`config.mk`:
```
export PLATFORM = sky130hd
export DESIGN_NAME = adc_device_flat
export DESIGN_NICKNAME = d
export VERILOG_FILES = /design/src/core/adc_link_pkg.sv /design/src/core/adc_link_if.sv /design/src/core/adc_device.sv /design/src/flat_wrapper.sv
export SDC_FILE = /design/constraint.sdc
export NUM_CORES = 1
export LEC_CHECK = 0
export BUFFER_PORTS_ARGS = -buffer_cell sky130_fd_sc_hd__buf_2
export CORE_MARGIN = 2
export CORE_UTILIZATION = 60
export CTS_BUF_LIST = sky130_fd_sc_hd__clkbuf_4
export DETAILED_ROUTE_END_ITERATION = 10
export PLACE_DENSITY = 0.76
export SLEW_MARGIN = 20
export SYNTH_ARGS = -nofsm -noshare
export SYNTH_HDL_FRONTEND = slang
export SYNTH_SLANG_ARGS = --single-unit
export TNS_END_PERCENT = 1
```
`constraint.sdc`:
```
create_clock -name i_clk -period 2.5 [get_ports i_clk]
set_input_delay 0 -clock i_clk [delete_from_list [all_inputs] [get_ports i_clk]]
set_output_delay 0 -clock i_clk [all_outputs]
set_load 0.01 [all_outputs]
```
`src/core/adc_link_pkg.sv`:
```
package adc_link_pkg;
	// ==========================================
	// Frame layout
	localparam int RESULT_BITS     = 14;
	localparam int LEAD_ZEROS      = 2;
	localparam int FRAME_BITS      = 16;
	localparam int CNT_W           = 5;
	// ==========================================
	// Timing, in ns, and cycle counts at the 50 MHz clock
	localparam int CLK_NS          = 20;
	localparam int CONV_NS         = 5000;
	localparam int WAKE_NS         = 5000;
	localparam int QUIET_NS        = 250;
	localparam int LONG_PULSE_NS   = 6000;
	localparam int SHORT_PULSE_NS  = 1000;
	localparam int CONV_CYC        = CONV_NS / CLK_NS;
	localparam int WAKE_CYC        = WAKE_NS / CLK_NS;
	localparam int QUIET_CYC       = (QUIET_NS + CLK_NS - 1) / CLK_NS;
	localparam int LONG_PULSE_CYC  = (LONG_PULSE_NS + CLK_NS - 1) / CLK_NS;
	localparam int SHORT_PULSE_CYC = (SHORT_PULSE_NS + CLK_NS - 1) / CLK_NS;
	localparam int TMR_W           = 12;
	// Host shift clock half period in system clocks
	localparam int SCLK_HALF_CYC   = 4;
	// ==========================================
	// Device states, Gray along idle->convert->sleep->wake
	typedef enum logic [1:0] {
		ST_IDLE  = 2'b00,
		ST_CONV  = 2'b01,
		ST_SLEEP = 2'b11,
		ST_WAKE  = 2'b10
	} dev_state_t;
	typedef enum logic [2:0] {
		H_IDLE  = 3'b000,
		H_PULSE = 3'b001,
		H_WAIT  = 3'b011,
		H_READ  = 3'b010,
		H_QUIET = 3'b110
	} host_state_t;
endpackage

```
`src/core/adc_link_if.sv`:
```
`timescale 1ns/10ps
`default_nettype none
interface adc_link_if;
	logic conv_start_n;
	logic shift_clock;
	logic busy;
	logic shift_data_out;
	logic shift_data_oe_n;
	modport device (
		input  conv_start_n,
		input  shift_clock,
		output busy,
		output shift_data_out,
		output shift_data_oe_n
	);
	modport host (
		output conv_start_n,
		output shift_clock,
		input  busy,
		input  shift_data_out,
		input  shift_data_oe_n
	);
endinterface
`default_nettype wire

```
`src/core/adc_device.sv`:
```
// How it works
// - Start falling edge holds, converts, raises busy
// - High-rate busy falls by 5 us, loads result
// - Read is sixteen host shift clocks
// - Host ends read 250 ns before start
// - Start level at conversion end picks mode
// - Start rising edge wakes sleeping device, 5 us
// - Host start pulse short or over 6 us
// - Short pulse: wake plus convert about 10 us
// - Long pulse: convert ends 5 us after fall
// - Sleeping device still allows serial read
// - Bits change on shift clock falling edge
// - First zero driven on first rising edge
// - Two zeros then 14 bits, MSB first
// - LSB held through 16th fall, then three-state
// - Host parks shift clock low after read
// - Extra pulses restart shifting, output stays driven
// - Start fall resets counter if clock low, outside conversion
// - Host keeps shift clock low during conversion
// - Clock may pause; bit position kept
// - Busy-blind host reads 5 us after start
// - Track resumes when busy falls
// - Conversion timed by own clock, not link
`timescale 1ns/10ps
`default_nettype none
module adc_device #(
	parameter int CONV_CYC = adc_link_pkg::CONV_CYC,
	parameter int WAKE_CYC = adc_link_pkg::WAKE_CYC
) (
	// Clock and reset
	input  wire logic                     i_clk,
	input  wire logic                     i_rstn,
	// Link
	adc_link_if.device                    link,
	// Analog stand-in
	input  wire logic [adc_link_pkg::RESULT_BITS-1:0] i_sample,
	output logic                          o_holding,
	output logic                          o_asleep
);
	initial begin
		if (CONV_CYC < 2 || CONV_CYC >= (1 << adc_link_pkg::TMR_W) ||
		    WAKE_CYC < 2 || WAKE_CYC >= (1 << adc_link_pkg::TMR_W))
			$error("adc_device: cycle counts out of range");
	end

	localparam logic [adc_link_pkg::TMR_W-1:0] CONV_T =
		adc_link_pkg::TMR_W'(CONV_CYC - 1);
	localparam logic [adc_link_pkg::TMR_W-1:0] WAKE_T =
		adc_link_pkg::TMR_W'(WAKE_CYC - 1);
	localparam logic [adc_link_pkg::CNT_W-1:0] LAST_BIT =
		adc_link_pkg::CNT_W'(adc_link_pkg::FRAME_BITS);

	// ==========================================
	// Pin synchronisers
	logic [1:0] cs_sync_q;
	logic [1:0] sc_sync_q;
	logic       cs_prev_q;
	logic       sc_prev_q;
	always_ff @(posedge i_clk or negedge i_rstn) begin
		if (!i_rstn) begin
			cs_sync_q <= 2'h3;
			sc_sync_q <= 2'h0;
			cs_prev_q <= 1'b1;
			sc_prev_q <= 1'b0;
		end else begin
			cs_sync_q <= {cs_sync_q[0], link.conv_start_n};
			sc_sync_q <= {sc_sync_q[0], link.shift_clock};
			cs_prev_q <= cs_sync_q[1];
			sc_prev_q <= sc_sync_q[1];
		end
	end
	wire cs_lvl  = cs_sync_q[1];
	wire sc_lvl  = sc_sync_q[1];
	wire cs_fall = cs_prev_q & ~cs_lvl;
	wire cs_rise = ~cs_prev_q & cs_lvl;
	wire sc_fall = sc_prev_q & ~sc_lvl;
	wire sc_rise = ~sc_prev_q & sc_lvl;

	// ==========================================
	// Conversion sequencer
	adc_link_pkg::dev_state_t state_q, state_d;
	logic [adc_link_pkg::TMR_W-1:0] tmr_q, tmr_d;
	logic        hold_q, hold_d;
	logic        load;
	logic        short_q;
	wire tmr_done = (tmr_q == '0);

	always_comb begin
		state_d = state_q;
		tmr_d   = tmr_done ? tmr_q : tmr_q - 1'b1;
		hold_d  = hold_q;
		load    = 1'b0;
		case (state_q)
			adc_link_pkg::ST_IDLE: begin
				if (cs_fall) begin
					state_d = adc_link_pkg::ST_CONV;
					tmr_d   = CONV_T;
					hold_d  = 1'b1;
				end
			end
			adc_link_pkg::ST_CONV: begin
				// Falls here are ignored
				if (tmr_done) begin
					load   = 1'b1;
					hold_d = 1'b0;
					state_d = cs_lvl ? adc_link_pkg::ST_IDLE
						: adc_link_pkg::ST_SLEEP;
				end
			end
			adc_link_pkg::ST_SLEEP: begin
				if (cs_rise) begin
					state_d = adc_link_pkg::ST_WAKE;
					tmr_d   = WAKE_T;
				end
			end
			adc_link_pkg::ST_WAKE: begin
				// Long pulse: the fall itself samples
				if (cs_fall && tmr_done) begin
					state_d = adc_link_pkg::ST_CONV;
					tmr_d   = CONV_T;
					hold_d  = 1'b1;
				end else if (tmr_done && short_q) begin
					// Short pulse: remembered fall, hold at wake end
					state_d = adc_link_pkg::ST_CONV;
					tmr_d   = CONV_T;
					hold_d  = 1'b1;
				end
			end
			default: state_d = adc_link_pkg::ST_IDLE;
		endcase
	end

	// Fall while waking marks a short pulse; start may rise again later
	always_ff @(posedge i_clk or negedge i_rstn) begin
		if (!i_rstn) begin
			state_q <= adc_link_pkg::ST_IDLE;
			tmr_q   <= '0;
			hold_q  <= 1'b0;
			short_q <= 1'b0;
		end else begin
			state_q <= state_d;
			tmr_q   <= tmr_d;
			hold_q  <= hold_d;
			if (state_q == adc_link_pkg::ST_WAKE && cs_fall)
				short_q <= 1'b1;
			else if (state_q != adc_link_pkg::ST_WAKE)
				short_q <= 1'b0;
		end
	end
	// In short-pulse case the fall comes early: busy covers wake
	wire busy_w = (state_q == adc_link_pkg::ST_CONV) |
		(state_q == adc_link_pkg::ST_WAKE && (short_q || !cs_lvl));

	// ==========================================
	// Output register and serial shifter
	logic [adc_link_pkg::RESULT_BITS-1:0] result_q;
	logic [adc_link_pkg::FRAME_BITS-1:0]  shreg_q;
	logic [adc_link_pkg::CNT_W-1:0]       bitcnt_q;
	logic                                 dout_q;
	logic                                 oe_n_q;
	logic                                 wrap_q;
	wire [adc_link_pkg::FRAME_BITS-1:0] frame =
		{{adc_link_pkg::LEAD_ZEROS{1'b0}}, result_q};
	wire last_fall = sc_fall && (bitcnt_q == LAST_BIT);
	// Falls in a waking device still restart the frame
	wire reset_ser = cs_fall && !sc_lvl &&
		(state_q != adc_link_pkg::ST_CONV);

	always_ff @(posedge i_clk or negedge i_rstn) begin
		if (!i_rstn)
			result_q <= '0;
		else if (load)
			result_q <= i_sample;
	end

	// Works in every state, sleep included
	always_ff @(posedge i_clk or negedge i_rstn) begin
		if (!i_rstn) begin
			bitcnt_q <= '0;
			shreg_q  <= '0;
			dout_q   <= 1'b0;
			oe_n_q   <= 1'b1;
			wrap_q   <= 1'b0;
		end else if (reset_ser) begin
			bitcnt_q <= '0;
			shreg_q  <= '0;
			oe_n_q   <= 1'b1;
			wrap_q   <= 1'b0;
		end else if (sc_rise && bitcnt_q == '0) begin
			// First leading zero out on first rise
			shreg_q  <= frame;
			dout_q   <= frame[adc_link_pkg::FRAME_BITS-1];
			oe_n_q   <= 1'b0;
			bitcnt_q <= 5'h01;
		end else if (last_fall) begin
			// LSB valid through 16th fall, then release on first frame since start fall
			bitcnt_q <= '0;
			oe_n_q   <= ~wrap_q;
			wrap_q   <= 1'b1;
		end else if (sc_fall && bitcnt_q != '0) begin
			shreg_q  <= {shreg_q[adc_link_pkg::FRAME_BITS-2:0], 1'b0};
			dout_q   <= shreg_q[adc_link_pkg::FRAME_BITS-2];
			bitcnt_q <= bitcnt_q + 5'h01;
		end
	end

	assign link.busy            = busy_w;
	assign link.shift_data_out  = dout_q;
	assign link.shift_data_oe_n = oe_n_q;
	assign o_holding            = hold_q;
	assign o_asleep             = (state_q == adc_link_pkg::ST_SLEEP);
endmodule
`default_nettype wire

```
`src/flat_wrapper.sv`:
```
// flat-port wrapper written by rule: the top's interface ports become plain ports
module adc_device_flat 
#(
	parameter int CONV_CYC = adc_link_pkg::CONV_CYC,
	parameter int WAKE_CYC = adc_link_pkg::WAKE_CYC
)
  (i_clk, i_rstn, i_sample, o_holding, o_asleep, link_conv_start_n, link_shift_clock, link_busy, link_shift_data_out, link_shift_data_oe_n);
  adc_link_if link_i ();
  input  wire logic i_clk;
  input  wire logic i_rstn;
  input  wire logic [adc_link_pkg::RESULT_BITS-1:0] i_sample;
  output logic o_holding;
  output logic o_asleep;
  input wire logic [$bits(link_i.conv_start_n)-1:0] link_conv_start_n;
  input wire logic [$bits(link_i.shift_clock)-1:0] link_shift_clock;
  output wire logic [$bits(link_i.busy)-1:0] link_busy;
  output wire logic [$bits(link_i.shift_data_out)-1:0] link_shift_data_out;
  output wire logic [$bits(link_i.shift_data_oe_n)-1:0] link_shift_data_oe_n;
  assign link_i.conv_start_n = link_conv_start_n;
  assign link_i.shift_clock = link_shift_clock;
  assign link_busy = link_i.busy;
  assign link_shift_data_out = link_i.shift_data_out;
  assign link_shift_data_oe_n = link_i.shift_data_oe_n;
  adc_device #(.CONV_CYC(CONV_CYC), .WAKE_CYC(WAKE_CYC)) u_core (.i_clk(i_clk), .i_rstn(i_rstn), .link(link_i), .i_sample(i_sample), .o_holding(o_holding), .o_asleep(o_asleep));
endmodule
```
==> key figures, run 1 <==
Route
  • Vias per cell: 5.67
  • Residual DRC count: 0
  • Wirelength per Cell: 14.3 um
  • Routed wire length: 4920 um
  • Drt first-iter violations: 67
  • Via count: 1944
  • DRT antenna net count: 0
  • Drt first pass iters: 4

Clock network
  • Max clock buf depth: 2
  • Num Clock Sinks: 59
  • CTS-repair resized insts: 0
  • H-tree depth: 3
  • TritonCTS buffer count: 9
  • CTS tree: done
  • Reg clk slew, reported paths: 0.09 ns
  • Clock root buffer: clkbuf_4
  • Skew-Pair Late Insertion Delay: 0.39 ns

Logic synthesis
  • Register area share after synthesis: 52.6%
  • Seq cells post-synth: 59
  • Yosys warns: 0
  • Fraction of registers with async set/reset: 100%
  • Syn Inst Count: 242
  • Synth Cell Area: 2820 um2
  • Yosys cell types: 49
  • Syn nets: 264
  • Main synth FF type: dfrtp_1
  • Post-synth EDFFs: 0
  • Mapped Avg Cell Area: 11.6 um2

Placed design
  • Port Buf Inserts: 22
  • Routability cong.: 0.792
  • Hpwl dp: 3290 um

Global route
  • Overflow after GRT: 0
  • GRT Total Usage: 21.0%
  • Global-route wire length before repair: 8380 um
  • Antenna violations before repair: 0
  • Largest net degree at the start of global routing: 36
  • Vias in the first global route: 1820

Setup path
  • WP data arrival: 2.37 ns
  • Worst r2r path cells: 6
  • Flop-to-flop setup slack: 0.38 ns
  • Worst Path Required: 2.76 ns
  • Crit Path Category: register to register
  • Worst setup EP type: register
  • Worst Path Max Fanout: 17
  • CP startpoint kind: register

Power
  • Static leakage: 1.47 nW
  • Pint: 1.63 mW
  • Part of the power in registers: 52.6%
  • Clock Power Share: 21.6%
  • Pwr dens: 767 nW/um2
  • Switch share: 33.9%
  • Worst vdd ir: 0.000561 V
  • Switching Power: 0.836 mW
  • Comb pwr share: 25.8%

Floorplan
  • Die Span X: 72.5 um
  • Core area: 4440 um2
  • Num ports: 23
  • Chip height: 72.5 um
  • FP Rows: 24
  • Die area: 5260 um2
  • Starting Density: 63.4%

Final layout
  • Area growth from synthesis to layout: 14.3%
  • Fillcell total: 329
  • Multi-input logic area: 1230 um2
  • Layout cell share with drive strength beyond 1: 22.0%
  • ANT cells: 0
  • Reg area: 1480 um2
  • Nets: 308

Timing
  • RSZ-0062 raised after global routing: no
  • Final max-slew violation count: 0
  • Setup_tns: 0 ns
  • Min cycle time layout: 2.12 ns
  • Fmax achieved: 472 MHz
  • # setup viols final: 0
  • Final setup skew: 0.0124 ns
  • Max transition margin: 44.3%
  • Endpoints failing hold: 0
  • Hold_ws: 0.207 ns
  • Slew of the pin with the lowest slew margin: 0.835 ns
  • Tcrit/Tclk final: 84.7%

Hold path
  • HP Class: input pin to asynchronous set/reset pin

Run status
  • Status: finished, final reports clean

Run
  • Maxcap violations: 0
## area by class of cell
cell class	count	share of cell area [%]
clock buffer	11	2.56
inverter	8	0.932
timing repair buffer	43	9.63
clock inverter	5	0.622
tap	52	2.02
sequential	59	46.0
multi-input combinational	165	38.2
## synth_stat cells (all sizes together) (2+ instances only)
cell,instances,area [um2]
a211o,5,43.8
a211oi,3,27.5
a21oi,4,20.0
buf,9,71.3
dfrtp,55,1380
dfstp,4,105
ha,4,50.1
inv,8,30.0
mux2,14,195
mux2i,16,160
nand2,22,82.6
nand2b,5,31.3
nand3,5,25.0
nand4,4,40.0
nor2,18,75.1
nor2b,5,31.3
nor3,6,30.0
nor3b,2,15.0
nor4,4,52.6
o21ai,16,80.1
o311ai,2,17.5
o31a,2,17.5
o31ai,3,36.3
or3,5,31.3
xnor2,3,26.3
xor2,5,43.8
## worst max-delay path: stages, from the launching register on
cell and delay [ns]:
dfrtp_1 0.42, inv_1 0.06, ha_1 0.21, nor3b_1 0.17, and2b_1 0.75, mux2i_1 0.27
o21ai_0 0.11
## state kept, by name, indices dropped and copies added (netlist names)
register and count:
u_core.bitcnt_q 5, u_core.o_holding 1, u_core.shreg_q 15, u_core.tmr_q 12, u_core.result_q 14, u_core.wrap_q 1
u_core.sc_prev_q 1, u_core.state_q 2, u_core.link.shift_data_out 1, u_core.sc_sync_q 2, u_core.short_q 1, u_core.link.shift_data_oe_n 1
u_core.cs_prev_q 1, u_core.cs_sync_q 2
## worst paths after layout
path | start | to
worst max register to register | u_core.bitcnt_q[0] | u_core.shreg_q[13]
max in group asynchronous | i_rstn | u_core.shreg_q[12]
worst min register to register | u_core.cs_sync_q[0] | u_core.cs_sync_q[1]
worst max-delay path | u_core.bitcnt_q[0] | u_core.shreg_q[13]
worst min-delay path | i_rstn | u_core.sc_prev_q
min in group i_clk | link_conv_start_n | u_core.cs_sync_q[0]
## cells by family after synthesis
family,count (synthesis),share of synthesized area [%]
fa+ha+maj,4,1.78
buf+inv,18,3.73
mux,30,12.6
flops,59,52.6
xor+xnor,8,2.49
compound gates,40,10.1
simple gates,83,16.7
## through the flow
stage               instance area (um2)  worst slack [ns]  std cells  total power [mW]  utilization, %
floorplan                          2820             0.693        242              1.77               -
global placement                   2950             0.461        310              1.92            66.3
detailed placement                 2950             0.385        310              1.94            66.3
CTS                                3220             0.370        343              2.49            72.5
global route                       3220             0.177        343              2.64            72.5
finish                             3220             0.383        343              2.47            72.5
## power groups by stage
stage	Sequential, mW	Combinational (mW)	Clock, mW
after floorplan	1.29	0.484	0
after global placement	1.31	0.606	0
after detailed placement	1.31	0.624	0
after CTS	1.30	0.646	0.550
after global routing	1.32	0.719	0.593
final	1.30	0.637	0.533
## routing by layer
layer  vias to the layer above  global-route usage [%]  wire length, um
li1                        956                       -                -
met1                       956                    28.6             2440
met2                        26                    31.2             2260
met3                         6                    7.22              166
met4                         0                    8.02               47
met5                         -                       0                0
## placed cells by master (no fill, tap or decap), types with 2 or more instances in the layout
cell / n
buf_2: 22
clkbuf_4: 11
mux2_4: 10
nor3b_1: 2
mux2i_1: 16
o21ai_0: 16
a211o_1: 5
nand2_1: 22
mux2_2: 4
o31a_1: 2
dfrtp_1: 55
nand4_1: 3
o31ai_1: 2
xor2_1: 5
clkinv_1: 4
dlygate4sd3_1: 17
a211oi_1: 2
nand3_1: 5
nor2_1: 17
or3_1: 5
dfstp_2: 4
a21oi_1: 4
inv_1: 8
ha_1: 4
nor2b_1: 5
o311ai_0: 2
xnor2_1: 3
nor3_1: 6
buf_4: 4
nor4_2: 2
nand2b_1: 5
## what timing repair did
| item | CTS | global route |
|---|---|---|
| hold buffers | 17 | 0 |
| buffers inserted | 0 | 0 |
| hold endpoints to repair | 45 | 0 |
No activity file was read; power rests on OpenSTA's default activity.
==> inputs of run 2 (changes only) <==
Settings changed: CORE_UTILIZATION 60 to 56, PLACE_DENSITY 0.76 to 0.74.
Clock period 2.5 ns to 1.75 ns, I/O delays scaled along.
==> key figures, run 2 (synthesis gave the netlist of run 1 again) <==
Run status
  • Status: finished, final reports clean (unchanged)

Floorplan
  • FP Rows: 25 (was 24)
  • Die Span X: 74.9 um (was 72.5 um)
  • Core area: 4790 um2 (was 4440 um2)
  • Die area: 5620 um2 (was 5260 um2)
  • Starting Density: 58.9% (was 63.4%)
  • Chip height: 74.9 um (was 72.5 um)
  • Num ports: 23 (unchanged)

Route
  • Via count: 2061 (was 1944)
  • Drt first-iter violations: 164 (was 67)
  • Vias per cell: 5.37 (was 5.67)
  • Routed wire length: 5600 um (was 4920 um)
  • Wirelength per Cell: 14.6 um (was 14.3 um)
  • Residual DRC count: 0 (unchanged)
  • DRT antenna net count: 0 (unchanged)
  • Drt first pass iters: 4 (unchanged)

Timing
  • Tcrit/Tclk final: 99.0% (was 84.7%)
  • Setup_tns: 0 ns (unchanged)
  • Fmax achieved: 577 MHz (was 472 MHz)
  • Min cycle time layout: 1.73 ns (was 2.12 ns)
  • Endpoints failing hold: 0 (unchanged)
  • Hold_ws: 0.128 ns (was 0.207 ns)
  • Max transition margin: 62.9% (was 44.3%)
  • Final setup skew: 0.0138 ns (was 0.0124 ns)
  • # setup viols final: 0 (unchanged)
  • Final max-slew violation count: 0 (unchanged)
  • Slew of the pin with the lowest slew margin: 0.557 ns (was 0.835 ns)
  • RSZ-0062 raised after global routing: yes (was no)
  • Final worst setup slack: 0.0179 ns (was 0.383 ns)

Final layout
  • Post-layout util: 74.0% (was 72.5%)
  • ANT cells: 0 (unchanged)
  • Commonest non-fill, non-tap cell in the layout: dfrtp_1 (unchanged)
  • Largest registers: u_core.shreg_q x15, u_core.result_q x14, u_core.tmr_q x12 (unchanged)
  • Fin area: 3540 um2 (was 3220 um2)
  • Most frequent cells in the layout: dfrtp_1, buf_4, nand2_1, buf_2 (was dfrtp_1, nand2_1, buf_2)
  • Largest register FFs: 15 (unchanged)
  • Top reg by flops: u_core.shreg_q (unchanged)
  • Area growth from synthesis to layout: 25.8% (was 14.3%)
  • Nets: 335 (was 308)
  • Post-route insts no fill: 384 (was 343)
  • Layout cell share with drive strength beyond 1: 30.9% (was 22.0%)

Global route
  • Antenna violations before repair: 0 (unchanged)
  • Largest net degree at the start of global routing: 37 (was 36)
  • GRT Total Usage: 21.3% (was 21.0%)
  • Vias in the first global route: 1978 (was 1820)
  • Overflow after GRT: 0 (unchanged)
  • Global-route wire length before repair: 8820 um (was 8380 um)

Clock network
  • H-tree depth: 3 (unchanged)
  • Max clock buf depth: 2 (unchanged)
  • Num Clock Sinks: 59 (unchanged)
  • Skew-Pair Late Insertion Delay: 0.39 ns (about the same)
  • Reg clk slew, reported paths: 0.10 ns (was 0.09 ns)
  • Clock root buffer: clkbuf_4 (unchanged)
  • TritonCTS buffer count: 9 (unchanged)
  • CTS tree: done (unchanged)

Setup path
  • Top delay family on crit path: simple AND/OR/NAND/NOR gates (unchanged)
  • Worst Path Max Fanout: 7 (was 17)
  • CP Cell Sequence: nor4_4 > nand4_4 > nor2_4 > clkbuf_16 > mux2_4 (was inv_1 > ha_1 > nor3b_1 > and2b_1 > mux2i_1 > o21ai_0)
  • CP max stage delay: 0.43 ns (was 0.75 ns)
  • Crit-path slowest cell: dfrtp_1 (was and2b_1)
  • WP data arrival: 2.02 ns (was 2.37 ns)
  • Worst Path Required: 2.03 ns (was 2.76 ns)
  • Worst setup EP type: register (unchanged)
  • Crit Path Category: register to register (unchanged)
  • CP startpoint kind: register (unchanged)
  • Bufs and invs on worst path: 1 (unchanged)

Power
  • Worst vdd ir: 0.000732 V (was 0.000561 V)
  • Static leakage: 1.64 nW (was 1.47 nW)
  • Pwr dens: 1110 nW/um2 (was 767 nW/um2)
  • Total Power: 3.92 mW (was 2.47 mW)

Placed design
  • Area after DPL: 3190 um2 (was 2950 um2)
  • Dpl ws: -0.0241 ns (was 0.385 ns)
  • Port Buf Inserts: 22 (unchanged)
  • Hpwl dp: 3620 um (was 3290 um)
  • Routability cong.: 0.839 (was 0.792)
  • Placed insts: 347 (was 310)

Run
  • Maxcap violations: 0 (unchanged)

Hold path
  • HP Class: input pin to asynchronous set/reset pin (unchanged)
-- run 2: what timing repair did --
item,CTS,global route
pin swaps,2,4
hold endpoints to repair,39,0
buffers inserted,1,3
gates resized for setup,3,4
cloned,0,1
hold buffers,17,0
endpoints found under the setup margin,16,38
-- run 2: area by class of cell --
| class | instances | area [um2] |
|---|---|---|
| Sequential cell | 59 | 1480 |
| Multi-Input combinational cell | 165 | 1260 |
| Fill cell | 341 | 1240 |
| Timing Repair Buffer | 70 | 584 |
| Tap cell | 67 | 83.8 |
| Clock buffer | 9 | 67.6 |
| Clock inverter | 6 | 33.8 |
| Inverter | 8 | 30.0 |
-- run 2: layer usage --
layer / share of wire (%) / vias to the layer above / global-route usage, %
met1: 45 / 1007 / 29.0
li1: - / 1005 / -
met4: 2.1 / 0 / 11.9
met2: 49 / 39 / 32.3
met5: 0 / - / 0
met3: 3.2 / 10 / 4.15
-- run 2: final timing paths --
| path | start | end | slack (ns) | cells past startpoint |
|---|---|---|---|---|
| setup reg to reg | u_core.tmr_q[5] | u_core.result_q[5] | 0.02 | 5 |
| min in group i_clk | link_conv_start_n | u_core.cs_sync_q[0] | 0.25 | 2 |
| max in group asynchronous | i_rstn | u_core.link.shift_data_oe_n | 0.97 | 3 |
| setup / recovery | u_core.tmr_q[5] | u_core.result_q[5] | 0.02 | 5 |
| hold reg to reg | u_core.cs_sync_q[0] | u_core.cs_sync_q[1] | 0.37 | 0 |
| hold / removal | i_rstn | u_core.tmr_q[4] | 0.13 | 2 |
-- run 2: power breakdown --
part	total, mW	switching, mW	leakage (nW)	internal (mW)
Combinational	1.36	0.646	0.818	0.713
Sequential	1.80	0.202	0.765	1.60
Clock	0.754	0.483	0.0550	0.271
==> inputs of run 3 (changes only) <==
Settings changed: CELL_PAD_IN_SITES_DETAIL_PLACEMENT from default to 0, CELL_PAD_IN_SITES_GLOBAL_PLACEMENT from default to 1, CORE_UTILIZATION 56 to 45.
==> key figures, run 3 (synthesis gave the netlist of run 1 again) <==
Run status
  • Status: finished, final reports clean (unchanged)

Timing
  • Min cycle time layout: 1.73 ns (about the same)
  • RSZ-0062 raised after global routing: yes (unchanged)
  • Fmax achieved: 578 MHz (was 577 MHz)
  • Slew of the pin with the lowest slew margin: 0.516 ns (was 0.557 ns)
  • Tcrit/Tclk final: 98.9% (was 99.0%)
  • Endpoints failing hold: 0 (unchanged)
  • Final max-slew violation count: 0 (unchanged)
  • Final setup skew: 0.0135 ns (was 0.0138 ns)
  • Max transition margin: 65.6% (was 62.9%)
  • # setup viols final: 0 (unchanged)
  • Final worst setup slack: 0.0190 ns (was 0.0179 ns)
  • Hold_ws: 0.101 ns (was 0.128 ns)

Route
  • Drt first-iter violations: 117 (was 164)
  • Vias per cell: 5.16 (was 5.37)
  • Top sig layer: met4 (unchanged)
  • Wirelength per Cell: 14.6 um (about the same)
  • Residual DRC count: 0 (unchanged)
  • WL met3: 138 um (was 182 um)
  • Routed wl met2: 2630 um (was 2760 um)
  • Via count: 2055 (was 2061)
  • Routed wire length: 5820 um (was 5600 um)
  • DRT antenna net count: 0 (unchanged)
  • Drt first pass iters: 4 (unchanged)
  • M1 WL: 2950 um (was 2550 um)

Power
  • Static leakage: 1.69 nW (was 1.64 nW)
  • Worst vdd ir: 0.000689 V (was 0.000732 V)
  • Pwr dens: 1140 nW/um2 (was 1110 nW/um2)

Clock network
  • H-tree depth: 3 (unchanged)
  • Clock root buffer: clkbuf_4 (unchanged)
  • Num Clock Sinks: 59 (unchanged)
  • Skew-Pair Late Insertion Delay: 0.40 ns (was 0.39 ns)
  • Reg clk slew, reported paths: 0.10 ns (about the same)
  • TritonCTS buffer count: 9 (unchanged)
  • Max clock buf depth: 2 (unchanged)
  • CTS tree: done (unchanged)

Placed design
  • Hpwl dp: 3750 um (was 3620 um)
  • Dpl ws: -0.0486 ns (was -0.0241 ns)
  • Port Buf Inserts: 22 (unchanged)
  • Placed insts: 357 (was 347)
  • Routability cong.: 0.739 (was 0.839)

Global route
  • Vias in the first global route: 2062 (was 1978)
  • Antenna violations before repair: 0 (unchanged)
  • Global-route wire length before repair: 9980 um (was 8820 um)
  • Overflow after GRT: 0 (unchanged)
  • Largest net degree at the start of global routing: 39 (was 37)
  • GRT Total Usage: 17.9% (was 21.3%)

Final layout
  • Multi-input logic area: 1280 um2 (was 1260 um2)
  • Largest register FFs: 15 (unchanged)
  • Most frequent cells in the layout: dfrtp_1, buf_4, nand2_1, buf_2 (unchanged)
  • Largest registers: u_core.shreg_q x15, u_core.result_q x14, u_core.tmr_q x12 (unchanged)
  • Reg area: 1480 um2 (unchanged)
  • Top reg by flops: u_core.shreg_q (unchanged)
  • Post-route insts no fill: 398 (was 384)
  • Commonest non-fill, non-tap cell in the layout: dfrtp_1 (unchanged)
  • Fillcell total: 487 (was 341)
  • ANT cells: 0 (unchanged)
  • Layout cell share with drive strength beyond 1: 32.2% (was 30.9%)
  • Area growth from synthesis to layout: 29.5% (was 25.8%)
  • Nets: 340 (was 335)

Setup path
  • WP data arrival: 2.02 ns (about the same)
  • Worst Path Required: 2.04 ns (was 2.03 ns)
  • Flop-to-flop setup slack: 0.02 ns (about the same)
  • CP startpoint kind: register (unchanged)
  • Worst Path Max Fanout: 7 (unchanged)
  • Crit Path Category: register to register (unchanged)
  • Worst setup EP type: register (unchanged)

Floorplan
  • FP Rows: 28 (was 25)
  • Chip height: 83.1 um (was 74.9 um)
  • Core area: 5990 um2 (was 4790 um2)
  • Num ports: 23 (unchanged)
  • Starting Density: 47.0% (was 58.9%)
  • Die Span X: 83.1 um (was 74.9 um)
  • Die area: 6910 um2 (was 5620 um2)

Run
  • Maxcap violations: 0 (unchanged)

Hold path
  • HP Class: input pin to asynchronous set/reset pin (unchanged)
run 3: cell count changes in the layout (fill, tap and decap cells not counted), moves of 2 or more:
cell and delta:
buf_4 +4, clkinv_1 +2, mux2_4 +4, clkinv_2 -3
mux2_2 -4
run 3: critical path, stage by stage (launching register included):
cell       delay (ns)
dfrtp_1          0.42
nor4_4           0.37
nand4_4          0.17
nor2_4           0.19
clkbuf_16        0.19
mux2_4           0.30
run 3: stage by stage:
stage	cell area, um2	TNS, ns	power (mW)	utilization (%)
floorplan	2830	-0.107	2.54	-
global placement	3230	-0.0398	3.09	53.9
detailed placement	3230	-0.320	3.12	53.9
CTS	3560	0	4.13	59.4
global route	3650	-0.560	4.44	60.9
finish	3650	0	4.16	60.9
run 3: what timing repair did:
| action | in CTS | in global routing |
|---|---|---|
| setup endpoints to repair | 15 | 36 |
| gates resized for setup | 1 | 11 |
| pin swaps | 2 | 3 |
| endpoints found under the hold margin | 71 | 0 |
| hold buffers | 17 | 0 |
| setup buffers | 3 | 4 |
| cloned | 0 | 1 |
run 3: final cells by class:
cell class	instances	area share [%]
sequential	59	40.6
clock inverter	6	1.54
inverter	8	0.823
tap	75	2.57
multi-input combinational	165	35.0
timing repair buffer	75	17.4
clock buffer	10	2.06
run 3: report_power, final:
part           internal (mW)  total [mW]  switching [mW]
logic                  0.758        1.43           0.674
clock network          0.438       0.935           0.498
registers               1.60        1.79           0.189
run 3: final timing paths:
path,from,endpoint,cells past startpoint
min in group i_clk,link_shift_clock,u_core.sc_sync_q[0],2
min reg2reg,u_core.cs_sync_q[0],u_core.cs_sync_q[1],0
max in group asynchronous,i_rstn,u_core.link.shift_data_oe_n,3
min,i_rstn,u_core.result_q[10],2
max,u_core.tmr_q[3],u_core.result_q[2],5
max reg2reg,u_core.tmr_q[3],u_core.result_q[2],5
run 3: per-layer routing:
layer	vias up	track usage (%)
met5	-	0
li1	1023	-
met3	10	3.38
met1	996	26.3
met4	0	8.49
met2	26	25.7
